**config.mk**
```make
export PLATFORM = sky130hd
export DESIGN_NAME = pct_timer
export DESIGN_NICKNAME = d
export VERILOG_FILES = /design/src/rtl/pct_pkg.sv /design/src/rtl/pct_tick_gen.sv /design/src/rtl/pct_timer.sv
export SDC_FILE = /design/constraint.sdc
export NUM_CORES = 1
export LEC_CHECK = 0
export BUFFER_PORTS_ARGS = -buffer_cell sky130_fd_sc_hd__buf_4
export CELL_PAD_IN_SITES_DETAIL_PLACEMENT = 2
export CELL_PAD_IN_SITES_GLOBAL_PLACEMENT = 2
export CORE_UTILIZATION = 34
export CTS_CLUSTER_DIAMETER = 120
export CTS_CLUSTER_SIZE = 40
export DETAILED_ROUTE_END_ITERATION = 10
export GPL_ROUTABILITY_DRIVEN = 0
export GPL_TIMING_DRIVEN = 0
export PLACE_DENSITY_LB_ADDON = 0.1
export SLEW_MARGIN = 30
export SYNTH_ARGS = -nofsm -noshare
export SYNTH_HDL_FRONTEND = slang
export SYNTH_HIERARCHICAL = 1
export SYNTH_SLANG_ARGS = --single-unit
```
**constraint.sdc**
```tcl
create_clock -name clock_i -period 3.6 [get_ports clock_i]
set_input_delay 0.54 -clock clock_i [delete_from_list [all_inputs] [get_ports clock_i]]
set_output_delay 0.54 -clock clock_i [all_outputs]
set_load 0.02 [all_outputs]
```
**src/rtl/pct_pkg.sv**
```systemverilog
// package: register map, field positions, timing constants and carriers for the periodic timer
package pct_pkg;

    // register offsets; printed offsets 0x0B..0x0F are not multiples of four, so they are indices
    localparam logic [3:0] PCT_IDX_PRESET_LO = 4'hB;
    localparam logic [3:0] PCT_IDX_PRESET_HI = 4'hC;
    localparam logic [3:0] PCT_IDX_EXT_CTRL  = 4'hD;
    localparam logic [3:0] PCT_IDX_FLAGS     = 4'hE;
    localparam logic [3:0] PCT_IDX_IRQ_CTRL  = 4'hF;
    localparam int         PCT_ADDR_W        = 6;

    // extension_control fields
    localparam int PCT_EXT_RUN_BIT  = 4;
    localparam int PCT_EXT_SEL_LSB  = 0;
    // event_flags fields
    localparam int PCT_FLG_TEF_BIT  = 4;
    // interrupt_control fields
    localparam int PCT_CTL_TIE_BIT  = 4;
    localparam int PCT_CTL_PAUSE_BIT = 2;
    localparam int PCT_CTL_HALT_BIT = 1;

    // reset values
    localparam logic [7:0]  PCT_EXT_RST    = 8'h00;
    localparam logic [7:0]  PCT_FLG_RST    = 8'h00;
    localparam logic [7:0]  PCT_CTL_RST    = 8'h00;
    localparam logic [15:0] PCT_PRESET_RST = 16'h0000;

    // source select codes
    localparam logic [2:0] PCT_SEL_4096 = 3'h0;
    localparam logic [2:0] PCT_SEL_64   = 3'h1;
    localparam logic [2:0] PCT_SEL_1HZ  = 3'h2;
    localparam logic [2:0] PCT_SEL_MIN  = 3'h3;
    localparam logic [2:0] PCT_SEL_HOUR = 3'h4;

    // timing: system clock and divider chain base
    localparam int PCT_CLK_HZ       = 100_000_000;
    localparam int PCT_XTAL_HZ      = 32768;
    // xtal tick period in system clocks (rounded down, so slightly shorter than the exact period)
    localparam int PCT_XTAL_CYC     = PCT_CLK_HZ / PCT_XTAL_HZ;
    // release times in xtal ticks, rounded to nearest: 122 us = 4 ticks, 7.813 ms = 256 ticks
    localparam int PCT_REL_FAST_US  = 122;
    localparam int PCT_REL_SLOW_US  = 7813;
    localparam int PCT_REL_FAST_TK  = (PCT_REL_FAST_US * PCT_XTAL_HZ + 500_000) / 1_000_000;
    localparam int PCT_REL_SLOW_TK  = (PCT_REL_SLOW_US * PCT_XTAL_HZ + 500_000) / 1_000_000;

    // avalon-mm slave request carrier
    typedef struct packed {
        logic [PCT_ADDR_W-1:0] address;
        logic                  read;
        logic                  write;
        logic [31:0]           writedata;
        logic [3:0]            byteenable;
    } pct_av_req_t;

    typedef struct packed {
        logic [31:0] readdata;
        logic        waitrequest;
    } pct_av_rsp_t;

endpackage : pct_pkg

```
**src/rtl/pct_tick_gen.sv**
```systemverilog
// divider chain: produces one-cycle carries at 32768, 4096, 64, 1 Hz, per minute and per hour
`timescale 1ns/1ps
module pct_tick_gen
    import pct_pkg::*;
#(
    parameter int XTAL_CYC = PCT_XTAL_CYC,
    parameter int SEC_PER_MIN = 60,
    parameter int MIN_PER_HOUR = 60
) (
    input  wire logic clock_i,
    input  wire logic rst_n_i,
    input  wire logic halt_i,
    output logic      xtal_tick_o,
    output logic      tick_4096_o,
    output logic      tick_64_o,
    output logic      tick_1hz_o,
    output logic      tick_min_o,
    output logic      tick_hour_o
);

    typedef struct packed {
        logic [15:0] pre;
        logic [14:0] div;
        logic [5:0]  sec;
        logic [5:0]  min;
        logic [5:0]  ticks;
    } pct_tg_state_t;

    pct_tg_state_t st_r;
    pct_tg_state_t st_nxt;

    // the sub-4096 stages and time counters stop under halt; 4096 Hz keeps running
    always_comb begin
        logic xt;
        logic c4096;
        logic c64;
        logic c1;
        logic cm;
        logic ch;
        st_nxt = st_r;
        xt     = (st_r.pre == 16'(XTAL_CYC - 1));
        st_nxt.pre = xt ? 16'h0000 : st_r.pre + 16'h0001;
        c4096 = xt && (st_r.div[2:0] == 3'h7);
        c64   = c4096 && (st_r.div[8:3] == 6'h3F) && !halt_i;
        c1    = c64 && (st_r.div[14:9] == 6'h3F);
        cm    = c1 && (st_r.sec == 6'(SEC_PER_MIN - 1));
        ch    = cm && (st_r.min == 6'(MIN_PER_HOUR - 1));
        if (xt) begin
            st_nxt.div[2:0] = st_r.div[2:0] + 3'h1;
        end
        if (c4096 && !halt_i) begin
            st_nxt.div[14:3] = st_r.div[14:3] + 12'h001;
        end
        if (c1) begin
            st_nxt.sec = cm ? 6'h00 : st_r.sec + 6'h01;
        end
        if (cm) begin
            st_nxt.min = ch ? 6'h00 : st_r.min + 6'h01;
        end
        st_nxt.ticks = {ch, cm, c1, c64, c4096, xt};
    end

    always_ff @(posedge clock_i or negedge rst_n_i) begin
        if (!rst_n_i) begin
            st_r <= '0;
        end else begin
            st_r <= st_nxt;
        end
    end

    // carries are registered so each output comes from a flip-flop
    assign xtal_tick_o = st_r.ticks[0];
    assign tick_4096_o = st_r.ticks[1];
    assign tick_64_o   = st_r.ticks[2];
    assign tick_1hz_o  = st_r.ticks[3];
    assign tick_min_o  = st_r.ticks[4];
    assign tick_hour_o = st_r.ticks[5];

endmodule : pct_tick_gen

```
**src/rtl/pct_timer.sv**
```systemverilog
// periodic countdown timer with avalon-mm register slave and open-drain interrupt pin
//
// Summary of operation
// - periodic event from one 4096 Hz tick to 65535 hours
// - timer drives interrupt low, then releases it itself
// - slow sources release interrupt after 7.813 ms
// - 16-bit preset split over offsets 0B and 0C
// - counter reads preset when stopped, live count when running
// - live count not frozen; host reads twice
// - select codes pick 4096, 64, 1 Hz, minute, hour
// - release after 122 us at 4096 Hz, else 7.813 ms
// - clock halt stops all sources except 4096 Hz
// - first step aligns to next source carry
// - stopping timer keeps a low interrupt low
// - run rising edge restarts from stored preset
// - event sets flag, held until host clears it
// - writing zero clears flag, pin unaffected; one ignored
// - enabled events drive interrupt pin low
// - disabled events silent; clearing enable releases pin
// - other sources may hold the shared pin low
// - pause holds count, resume continues, pin unchanged
// - short pause need not delay next step
// - unused timer makes counter registers plain storage
// - one to zero raises event, reloads, repeats
// - counting starts at completion of run-setting write
`timescale 1ns/1ps
module pct_timer
    import pct_pkg::*;
#(
    parameter int XTAL_CYC     = PCT_XTAL_CYC,
    parameter int SEC_PER_MIN  = 60,
    parameter int MIN_PER_HOUR = 60
) (
    input  wire logic                  clock_i,
    input  wire logic                  rst_n_i,
    input  wire logic [PCT_ADDR_W-1:0] avs_address_i,
    input  wire logic                  avs_read_i,
    input  wire logic                  avs_write_i,
    input  wire logic [31:0]           avs_writedata_i,
    input  wire logic [3:0]            avs_byteenable_i,
    output logic      [31:0]           avs_readdata_o,
    output logic                       avs_waitrequest_o,
    input  wire logic                  irq_share_n_i,
    output logic                       irq_n_o,
    output logic                       irq_n_oe_o,
    output logic                       timer_event_o
);

    typedef enum logic [2:0] {
        BUS_IDLE = 3'b001,
        BUS_ACK  = 3'b010,
        BUS_DONE = 3'b100
    } pct_bus_t;

    typedef struct packed {
        logic [1:0]  share_sync;
        pct_bus_t    bus;
        logic [31:0] rdata;
        logic        wait_n;
        logic [15:0] preset;
        logic [7:0]  ext_ctrl;
        logic [7:0]  flags;
        logic [7:0]  irq_ctrl;
        logic [15:0] count;
        logic        running;
        logic        pin_low;
        logic [8:0]  rel_cnt;
        logic        evt;
        logic        wreq;
        logic        pin_oe;
    } pct_state_t;

    pct_state_t st_r;
    pct_state_t st_nxt;

    logic [1:0] rst_sync_r;
    logic rst_n_sync;
    logic xtal_tick;
    logic tick_4096;
    logic tick_64;
    logic tick_1hz;
    logic tick_min;
    logic tick_hour;

    assign rst_n_sync = rst_sync_r[1];

    // shared divider chain; the clock-halt bit freezes everything slower than 4096 Hz
    pct_tick_gen #(
        .XTAL_CYC     (XTAL_CYC),
        .SEC_PER_MIN  (SEC_PER_MIN),
        .MIN_PER_HOUR (MIN_PER_HOUR)
    ) u_tick_gen (
        .clock_i     (clock_i),
        .rst_n_i     (rst_n_sync),
        .halt_i      (st_r.irq_ctrl[PCT_CTL_HALT_BIT]),
        .xtal_tick_o (xtal_tick),
        .tick_4096_o (tick_4096),
        .tick_64_o   (tick_64),
        .tick_1hz_o  (tick_1hz),
        .tick_min_o  (tick_min),
        .tick_hour_o (tick_hour)
    );

    // next-state logic: bus slave, registers, countdown and pin release
    always_comb begin
        logic       sel_tick;
        logic       wr_hit;
        logic       rd_hit;
        logic [3:0] idx;
        logic [7:0] rbyte;
        logic [2:0] src;
        logic       run_new;
        logic       event_now;
        logic       flag_clr;
        logic       tie_clr;
        logic [8:0] rel_len;

        st_nxt           = st_r;
        sel_tick         = 1'b0;
        rel_len          = 9'h000;
        st_nxt.share_sync = {st_r.share_sync[0], irq_share_n_i};
        st_nxt.evt       = 1'b0;
        src      = st_r.ext_ctrl[PCT_EXT_SEL_LSB +: 3];
        idx      = avs_address_i[5:2];
        wr_hit   = 1'b0;
        rd_hit   = 1'b0;
        rbyte    = 8'h00;
        run_new  = st_r.ext_ctrl[PCT_EXT_RUN_BIT];
        flag_clr = 1'b0;
        tie_clr  = 1'b0;
        event_now = 1'b0;

        // source selection from the divider carries
        unique case (src)
            PCT_SEL_4096: sel_tick = tick_4096;
            PCT_SEL_64:   sel_tick = tick_64;
            PCT_SEL_1HZ:  sel_tick = tick_1hz;
            PCT_SEL_MIN:  sel_tick = tick_min;
            PCT_SEL_HOUR: sel_tick = tick_hour;
            default:      sel_tick = 1'b0;
        endcase

        // avalon slave: one wait cycle, then answer in BUS_ACK, recover in BUS_DONE
        st_nxt.wait_n = 1'b0;
        unique case (st_r.bus)
            BUS_IDLE: begin
                if (avs_read_i || avs_write_i) begin
                    st_nxt.bus = BUS_ACK;
                    st_nxt.wait_n = 1'b1;
                    // live count read without freezing: host must double-read
                    unique case (idx)
                        PCT_IDX_PRESET_LO: rbyte = st_r.running ? st_r.count[7:0]
                                                                : st_r.preset[7:0];
                        PCT_IDX_PRESET_HI: rbyte = st_r.running ? st_r.count[15:8]
                                                                : st_r.preset[15:8];
                        PCT_IDX_EXT_CTRL:  rbyte = st_r.ext_ctrl;
                        PCT_IDX_FLAGS:     rbyte = st_r.flags;
                        PCT_IDX_IRQ_CTRL:  rbyte = st_r.irq_ctrl;
                        default:           rbyte = 8'h00;
                    endcase
                    rd_hit = avs_read_i;
                    st_nxt.rdata = rd_hit ? {24'h000000, rbyte} : 32'h00000000;
                end
            end
            BUS_ACK: begin
                st_nxt.bus = BUS_DONE;
                wr_hit = avs_write_i && avs_byteenable_i[0];
            end
            BUS_DONE: begin
                st_nxt.bus = BUS_IDLE;
            end
            default: begin
                st_nxt.bus = BUS_IDLE;
            end
        endcase

        // register writes take effect at the edge that completes the transfer
        if (wr_hit) begin
            unique case (idx)
                PCT_IDX_PRESET_LO: st_nxt.preset[7:0]  = avs_writedata_i[7:0];
                PCT_IDX_PRESET_HI: st_nxt.preset[15:8] = avs_writedata_i[7:0];
                PCT_IDX_EXT_CTRL: begin
                    st_nxt.ext_ctrl = avs_writedata_i[7:0];
                    run_new = avs_writedata_i[PCT_EXT_RUN_BIT];
                end
                PCT_IDX_FLAGS: begin
                    // flag bits are write-zero-to-clear, ones ignored
                    flag_clr = !avs_writedata_i[PCT_FLG_TEF_BIT];
                end
                PCT_IDX_IRQ_CTRL: begin
                    st_nxt.irq_ctrl = avs_writedata_i[7:0] & 8'h3E;
                    tie_clr = !avs_writedata_i[PCT_CTL_TIE_BIT];
                end
                default: begin
                end
            endcase
        end

        // run control: a rising run bit reloads the preset and starts at this edge
        if (run_new && !st_r.running) begin
            st_nxt.count = st_r.preset;
            if (wr_hit && idx == PCT_IDX_PRESET_LO) begin
                st_nxt.count[7:0] = avs_writedata_i[7:0];
            end
        end
        st_nxt.running = run_new;

        // countdown; pause only masks carries, so a short pause costs no step
        if (st_r.running && run_new && sel_tick
            && !st_r.irq_ctrl[PCT_CTL_PAUSE_BIT] && st_r.preset != 16'h0000) begin
            // first step lands on the next carry, later ones a full tick apart
            if (st_r.count <= 16'h0001) begin
                event_now = 1'b1;
                st_nxt.count = st_r.preset;
            end else begin
                st_nxt.count = st_r.count - 16'h0001;
            end
        end

        // event flag: set wins over a simultaneous host clear
        if (flag_clr) begin
            st_nxt.flags[PCT_FLG_TEF_BIT] = 1'b0;
        end
        if (event_now) begin
            st_nxt.flags[PCT_FLG_TEF_BIT] = 1'b1;
            st_nxt.evt = 1'b1;
        end

        // release length depends on source
        rel_len = (src == PCT_SEL_4096) ? 9'(PCT_REL_FAST_TK) : 9'(PCT_REL_SLOW_TK);

        // pin: assert on enabled event, self-release after the release time
        if (st_r.pin_low && xtal_tick) begin
            if (st_r.rel_cnt <= 9'h001) begin
                st_nxt.pin_low = 1'b0;
                st_nxt.rel_cnt = 9'h000;
            end else begin
                st_nxt.rel_cnt = st_r.rel_cnt - 9'h001;
            end
        end
        if (tie_clr) begin
            st_nxt.pin_low = 1'b0;
            st_nxt.rel_cnt = 9'h000;
        end
        if (event_now && st_r.irq_ctrl[PCT_CTL_TIE_BIT] && !tie_clr) begin
            st_nxt.pin_low = 1'b1;
            st_nxt.rel_cnt = rel_len;
        end

        // pin polarity worked out ahead so no gate follows the output flip-flops
        st_nxt.wreq   = !st_nxt.wait_n;
        st_nxt.pin_oe = !st_nxt.pin_low;
    end

    // reset synchroniser runs alone on the raw reset
    always_ff @(posedge clock_i or negedge rst_n_i) begin
        if (!rst_n_i) begin
            rst_sync_r <= 2'h0;
        end else begin
            rst_sync_r <= {rst_sync_r[0], 1'b1};
        end
    end

    // remaining state on the synchronised reset
    always_ff @(posedge clock_i or negedge rst_n_sync) begin
        if (!rst_n_sync) begin
            st_r.share_sync <= 2'h3;
            st_r.bus        <= BUS_IDLE;
            st_r.rdata      <= 32'h00000000;
            st_r.wait_n     <= 1'b0;
            st_r.preset     <= PCT_PRESET_RST;
            st_r.ext_ctrl   <= PCT_EXT_RST;
            st_r.flags      <= PCT_FLG_RST;
            st_r.irq_ctrl   <= PCT_CTL_RST;
            st_r.count      <= PCT_PRESET_RST;
            st_r.running    <= 1'b0;
            st_r.pin_low    <= 1'b0;
            st_r.rel_cnt    <= 9'h000;
            st_r.evt        <= 1'b0;
            st_r.wreq       <= 1'b1;
            st_r.pin_oe     <= 1'b1;
        end else begin
            st_r.share_sync <= st_nxt.share_sync;
            st_r.bus        <= st_nxt.bus;
            st_r.rdata      <= st_nxt.rdata;
            st_r.wait_n     <= st_nxt.wait_n;
            st_r.preset     <= st_nxt.preset;
            st_r.ext_ctrl   <= st_nxt.ext_ctrl;
            st_r.flags      <= st_nxt.flags;
            st_r.irq_ctrl   <= st_nxt.irq_ctrl;
            st_r.count      <= st_nxt.count;
            st_r.running    <= st_nxt.running;
            st_r.pin_low    <= st_nxt.pin_low;
            st_r.rel_cnt    <= st_nxt.rel_cnt;
            st_r.evt        <= st_nxt.evt;
            st_r.wreq       <= st_nxt.wreq;
            st_r.pin_oe     <= st_nxt.pin_oe;
        end
    end

    // outputs straight from flip-flops except pin data, tied low; pin only pulls low, other sources share the wire
    assign avs_readdata_o    = st_r.rdata;
    assign avs_waitrequest_o = st_r.wreq;
    assign irq_n_o           = 1'b0;
    assign irq_n_oe_o        = st_r.pin_oe;
    assign timer_event_o     = st_r.evt;

endmodule : pct_timer

```
# [After elaboration in Yosys (flattened, before gate mapping)]
# Cells that the tools add are included.
# Widths: inputs -> output; s select.
[word_totals] register_bits=122 output_inout_bits=36
[classes] addsub=7 magnitude_cmp=2 eq_ne=18 mux=33 n_reduce_logical=35
[ops] cell="$mux 16" n=4
[ops] cell="$pmux 8 s5" n=1
[ops] cell="$mux 36" n=1
[ops] cell="$mux 8" n=4
[ops] cell="$mux 10" n=3
[ops] cell="$eq 6x6->1 const B" n=4
[ops] cell="$eq 4x4->1 const B" n=5
[ops] cell="$mux 9" n=2
[ops] cell="$logic_and 1x1->1" n=17
[ops] cell="$add 16x1->16 const B" n=1
[ops] cell="$eq 16x12->1 const B" n=1
[ops] cell="$le 16x1->1 const B" n=1
[ops] cell="$reduce_bool 16->1" n=1
[ops] cell="$sub 16x1->16 const B" n=1
[ops] cell="$mux 1" n=14
[ops] cell="$add 12x1->12 const B" n=1
[ops] cell="$add 6x1->6 const B" n=2
[ops] cell="$mux 6" n=2
[ops] cell="$reduce_and 2->1" n=5
[ops] cell="$eq 3x2->1 const B" n=3
[ops] cell="$le 9x1->1 const B" n=1
[ops] cell="$sub 9x1->9 const B" n=1
[ops] cell="$logic_not 1->1" n=7
[ops] cell="$eq 3x1->1 const B" n=2
[ops] cell="9 further kinds" n=11

# [Logic depth before layout (Yosys ltp)]
[depth] depth_word=12 mapped_depth=9 depth_no_buf=8

# [Hierarchy]
# The synthesis kept the hierarchy.
[by_module_without_submodules] module="pct_timer" n_inst=1 cells_per_inst=413 area_per_inst_um2=4202.8
[by_module_without_submodules] module="pct_tick_gen" n_inst=1 cells_per_inst=215 area_per_inst_um2=2312.2

# [Least setup slack after synthesis]
# No wires, ideal clock.
[synth_path] path_type="input to register" from="in avs_address_i[2]" to="reg st_r[25] in the netlist's numbering" setup_ns=0.126 arrival_ns=2.377 t_required_ns=3.474 path_slack_ns=1.097 path_stages=9 cell_sequence="buf_2 and4b_1 and4_1 buf_2 mux2i_2 inv_2 o41ai_1 o21ai_1 a221o_1"
[synth_lines] item="start, declared" line="pct_timer.sv:36" source="input wire logic [PCT_ADDR_W-1:0] avs_address_i,"
[synth_lines] item="end, declared" line="pct_timer.sv:73" source="pct_state_t st_r;"

# [Worst setup path after layout]
[layout_path] from="reg st_r[24] in the netlist's numbering" to="reg st_r[25] in the netlist's numbering"
[layout_via] elab_chain_len=3
[layout_rtl] item="$sub 16x1->16 / $le 16x1->1 (equally long branches)" line="pct_timer.sv:216, pct_timer.sv:212"
[layout_rtl] item="$mux 16 (*)" line="pct_timer.sv:212" source="if (st_r.count <= 16'h0001) begin"
[layout_rtl] item="$mux 16 (*)" line="pct_timer.sv:209" source="if (st_r.running && run_new && sel_tick"
# Every way passes the cells marked *; elsewhere a longest branch is shown, timed or not.
# A chain may end at the register's enable or synchronous reset.

==> qor.csv <==
stage;metric;value;unit
synthesis;synth.avg_cell_area;10.4;um2
synthesis;seq_area_frac_synth;0.469;
clocking;clk_latency;420;ps
synthesis;synth_top_family_by_area;simple AND/OR/NAND/NOR gates;
clocking;clkTransAtPathRegs;60;ps
run;cap_violations;0;
placement;dp_hpwl;14600;um
clocking;cts_max_level;4;
routing;final_antenna_net_count;0;
grt;overflow;0;
placement;port_buffers;26;
cells_and_area;design_area;0.00781;mm2
grt;grt_pass1_wl;32500;um
routing;vias;5266;
synthesis;netlist-cell-type-count;77;
cells_and_area;drive_gt1_frac;0.224;
clocking;cts_buffers;17;
cells_and_area;area_growth;19.9;%
synthesis;synthAdderAreaFrac;0.0211;
floorplan;rows;50;
sta;setup_tns;0;ps
floorplan;die_x;140;um
setup_path;crit_buf_inv;1;
synthesis;synth_compound_area_frac;0.130;
sta;finalSetupViolations;0;
cells_and_area;layout_commonest_cell;dfrtp_1;
sta;final_hold_viol_count;0;
synthesis;synth-async-reset-ratio;1.00;
synthesis;synth_edf_count;0;
synthesis;synth_xor_area_frac;0.0336;
floorplan;io_pins;83;
synthesis;synth-seq-cells;122;
cells_and_area;diodes;0;
floorplan;core;0.0188;mm2
floorplan;die_h;140;um
floorplan;initial_core_util;0.347;
setup_path;slowest_stage;or4_4;
sta;worst_slew_pin_slew;949;ps
power;p_leak;3.59;nW
sta;post-route-min-period;3150;ps
sta;relSlewSlack;0.366;
setup_path;max_stage_delay;550;ps
routing;firstDrtPassIters;4;
setup_path;startpoint_type;flip-flop;
clocking;clkSinkCount;122;
run_status;status;finished clean;
setup_path;cp_cell_sequence;or4_4 > buf_6 > nor4_4 > nand3_1 > nand2_1 > o21ai_1 > a221o_1;
placement;dpl-instance-area;0.00716;mm2
setup_path;worstPathMaxFanout;10;
routing;first_iter_violations;229;
grt;antenna_found_initial;0;
synthesis;yosysWarningCount;6;
sta;fin_ws;453;ps
routing;vias_per_cell;5.55;
cells_and_area;nets;759;
sta;drv_slew;0;
placement;dp_slack;205;ps
sta;skew;9.21;ps
sta;fin_crit_sh;0.874;
setup_path;critical-path-top-delay-family;simple AND/OR/NAND/NOR gates;
synthesis;synthSimpleGateAreaFrac;0.188;
power;totalPowerFinal;4.38;mW
synthesis;synthCells;628;
grt;grt_max_degree;37;
setup_path;crit_arrival;3450;ps
sta;clock.fmax;318;MHz
setup_path;crit_type;flip-flop to flip-flop;
floorplan;fp.dieArea;0.0197;mm2
routing;post-route-drc-count;0;
clocking;cts_resized;0;
clocking;cts_buffer_depth;2;
routing;drt-total-wl;19700;um
power;vdd_drop_max;354;uV
setup_path;end_kind;flip-flop;
cells_and_area;final_cell_mix;dfrtp_1 (118), buf_4 (59), nor2_1 (47);
cells_and_area;nFillCells;2035;
power;power.density;561;mW/mm2
grt;track_usage;0.216;
clocking;cts_root_buffer;clkbuf_16;
clocking;cts_tree;done;
grt;grt_pass1_vias;5788;
synthesis;syn-cell-area;0.00651;mm2
synthesis;synthMuxAreaShare;0.0924;
setup_path;crit_required;3910;ps
synthesis;synth_ff_type;dfrtp_1;
hold_path;hp-class;flip-flop to asynchronous set/reset pin;
sta;rsz0062_at_grt;no;
routing;wl_per_cell;20.8;um
==> synth_stat cells, types with 3 or more instances <==
cell type,count,area (um2)
nor2_1,47,176
dfrtp_1,119,2980
buf_4,33,248
buf_6,3,33.8
buf_2,4,20.0
o2bb2ai_1,7,61.3
ha_1,11,138
o21ai_0,27,135
a221o_1,4,40.0
nand3_1,27,135
o22ai_1,8,50.1
a21o_1,3,22.5
nor3b_1,3,22.5
and2_1,5,31.3
nor2b_1,5,31.3
mux2_2,35,394
a221oi_1,9,78.8
xor2_1,12,105
nand2_1,40,150
o31ai_1,5,37.5
clkbuf_1,12,45.0
nor4_1,9,56.3
a31oi_1,6,37.5
mux2i_1,16,160
a22o_1,8,70.1
nor4_4,3,63.8
nand4_1,15,93.8
nor3_1,22,110
dfstp_2,3,78.8
xnor2_1,13,114
o211ai_1,5,37.5
nand4b_1,5,43.8
inv_1,13,48.8
and4b_1,3,30.0
and3_1,8,50.1
or4_1,3,22.5
nand2b_1,4,25.0
a22oi_1,5,37.5
a21oi_1,19,95.1
o21ai_1,3,15.0
==> final cells by class <==
class	instances	area, um2	share of cell area
Multi-Input combinational cell	459	3130	0.401
Sequential cell	122	3060	0.392
Buffer	56	364	0.0466
Inverter	15	56.3	0.00721
Timing Repair Buffer	30	265	0.0340
Tap cell	234	293	0.0375
Clock inverter	15	215	0.0275
Clock buffer	17	425	0.0545
==> logic make-up (layout without fill, tap and decap cells) <==
family / count (synthesis) / in the layout
simple gates: 219 / 219
mux: 54 / 54
flops: 122 / 122
other cells: 2 / 26
compound gates: 124 / 124
buf+inv: 71 / 133
fa+ha+maj: 11 / 11
xor+xnor: 25 / 25
==> flip-flops by register name (all words and copies together), names as in the netlist <==
signal,flops
irq_n_oe_o,1
st_r,60
u_tick_gen/tick_hour_o,1
avs_waitrequest_o,1
u_tick_gen/tick_64_o,1
u_tick_gen/st_r,43
u_tick_gen/tick_1hz_o,1
u_tick_gen/xtal_tick_o,1
rst_sync_r,2
u_tick_gen/tick_4096_o,1
avs_readdata_o,8
timer_event_o,1
u_tick_gen/tick_min_o,1
==> timing repair <==
action                                 4_1_cts  5_1_grt
endpoints found under the hold margin        2        0
hold buffers                                 1        0
setup buffers                                0        0
==> path summary, 6_finish.rpt <==
check                              start             to  slack [ps]  depth (start not counted)
setup / recovery                st_r[24]       st_r[25]         450                          7
hold / removal             rst_sync_r[1]        st_r[3]         240                          0
setup reg to reg                st_r[24]       st_r[25]         450                          7
hold reg to reg            rst_sync_r[1]        st_r[3]         240                          0
max in group asynchronous  rst_sync_r[1]      st_r[103]        2290                          3
min in group clock_i       rst_sync_r[0]  rst_sync_r[1]         350                          0
==> metal layers <==
metal,wire length (um),GRT usage
met5,0,0
met4,521,0.0972
met3,582,0.0373
met2,10200,0.373
met1,8450,0.263
==> stage by stage <==
| step | cells | hold slack, ps | utilization |
|---|---|---|---|
| 5_1_grt | 948 | 280 | 0.416 |
| 6_report | 948 | 240 | 0.416 |
| 4_1_cts | 948 | 256 | 0.416 |
| 3_5_place_dp | 915 | 246 | 0.381 |
| 2_1_floorplan | 652 | 244 | - |
| 3_3_place_gp | 912 | 323 | 0.378 |
==> where the power goes <==
| part | total (mW) | internal (mW) | switching (mW) |
|---|---|---|---|
| clock | 1.88 | 1.18 | 0.703 |
| sequential | 1.65 | 1.50 | 0.148 |
| combinational | 0.852 | 0.330 | 0.522 |
| total | 4.38 | 3.01 | 1.37 |
(Power assumes the default switching activity.)
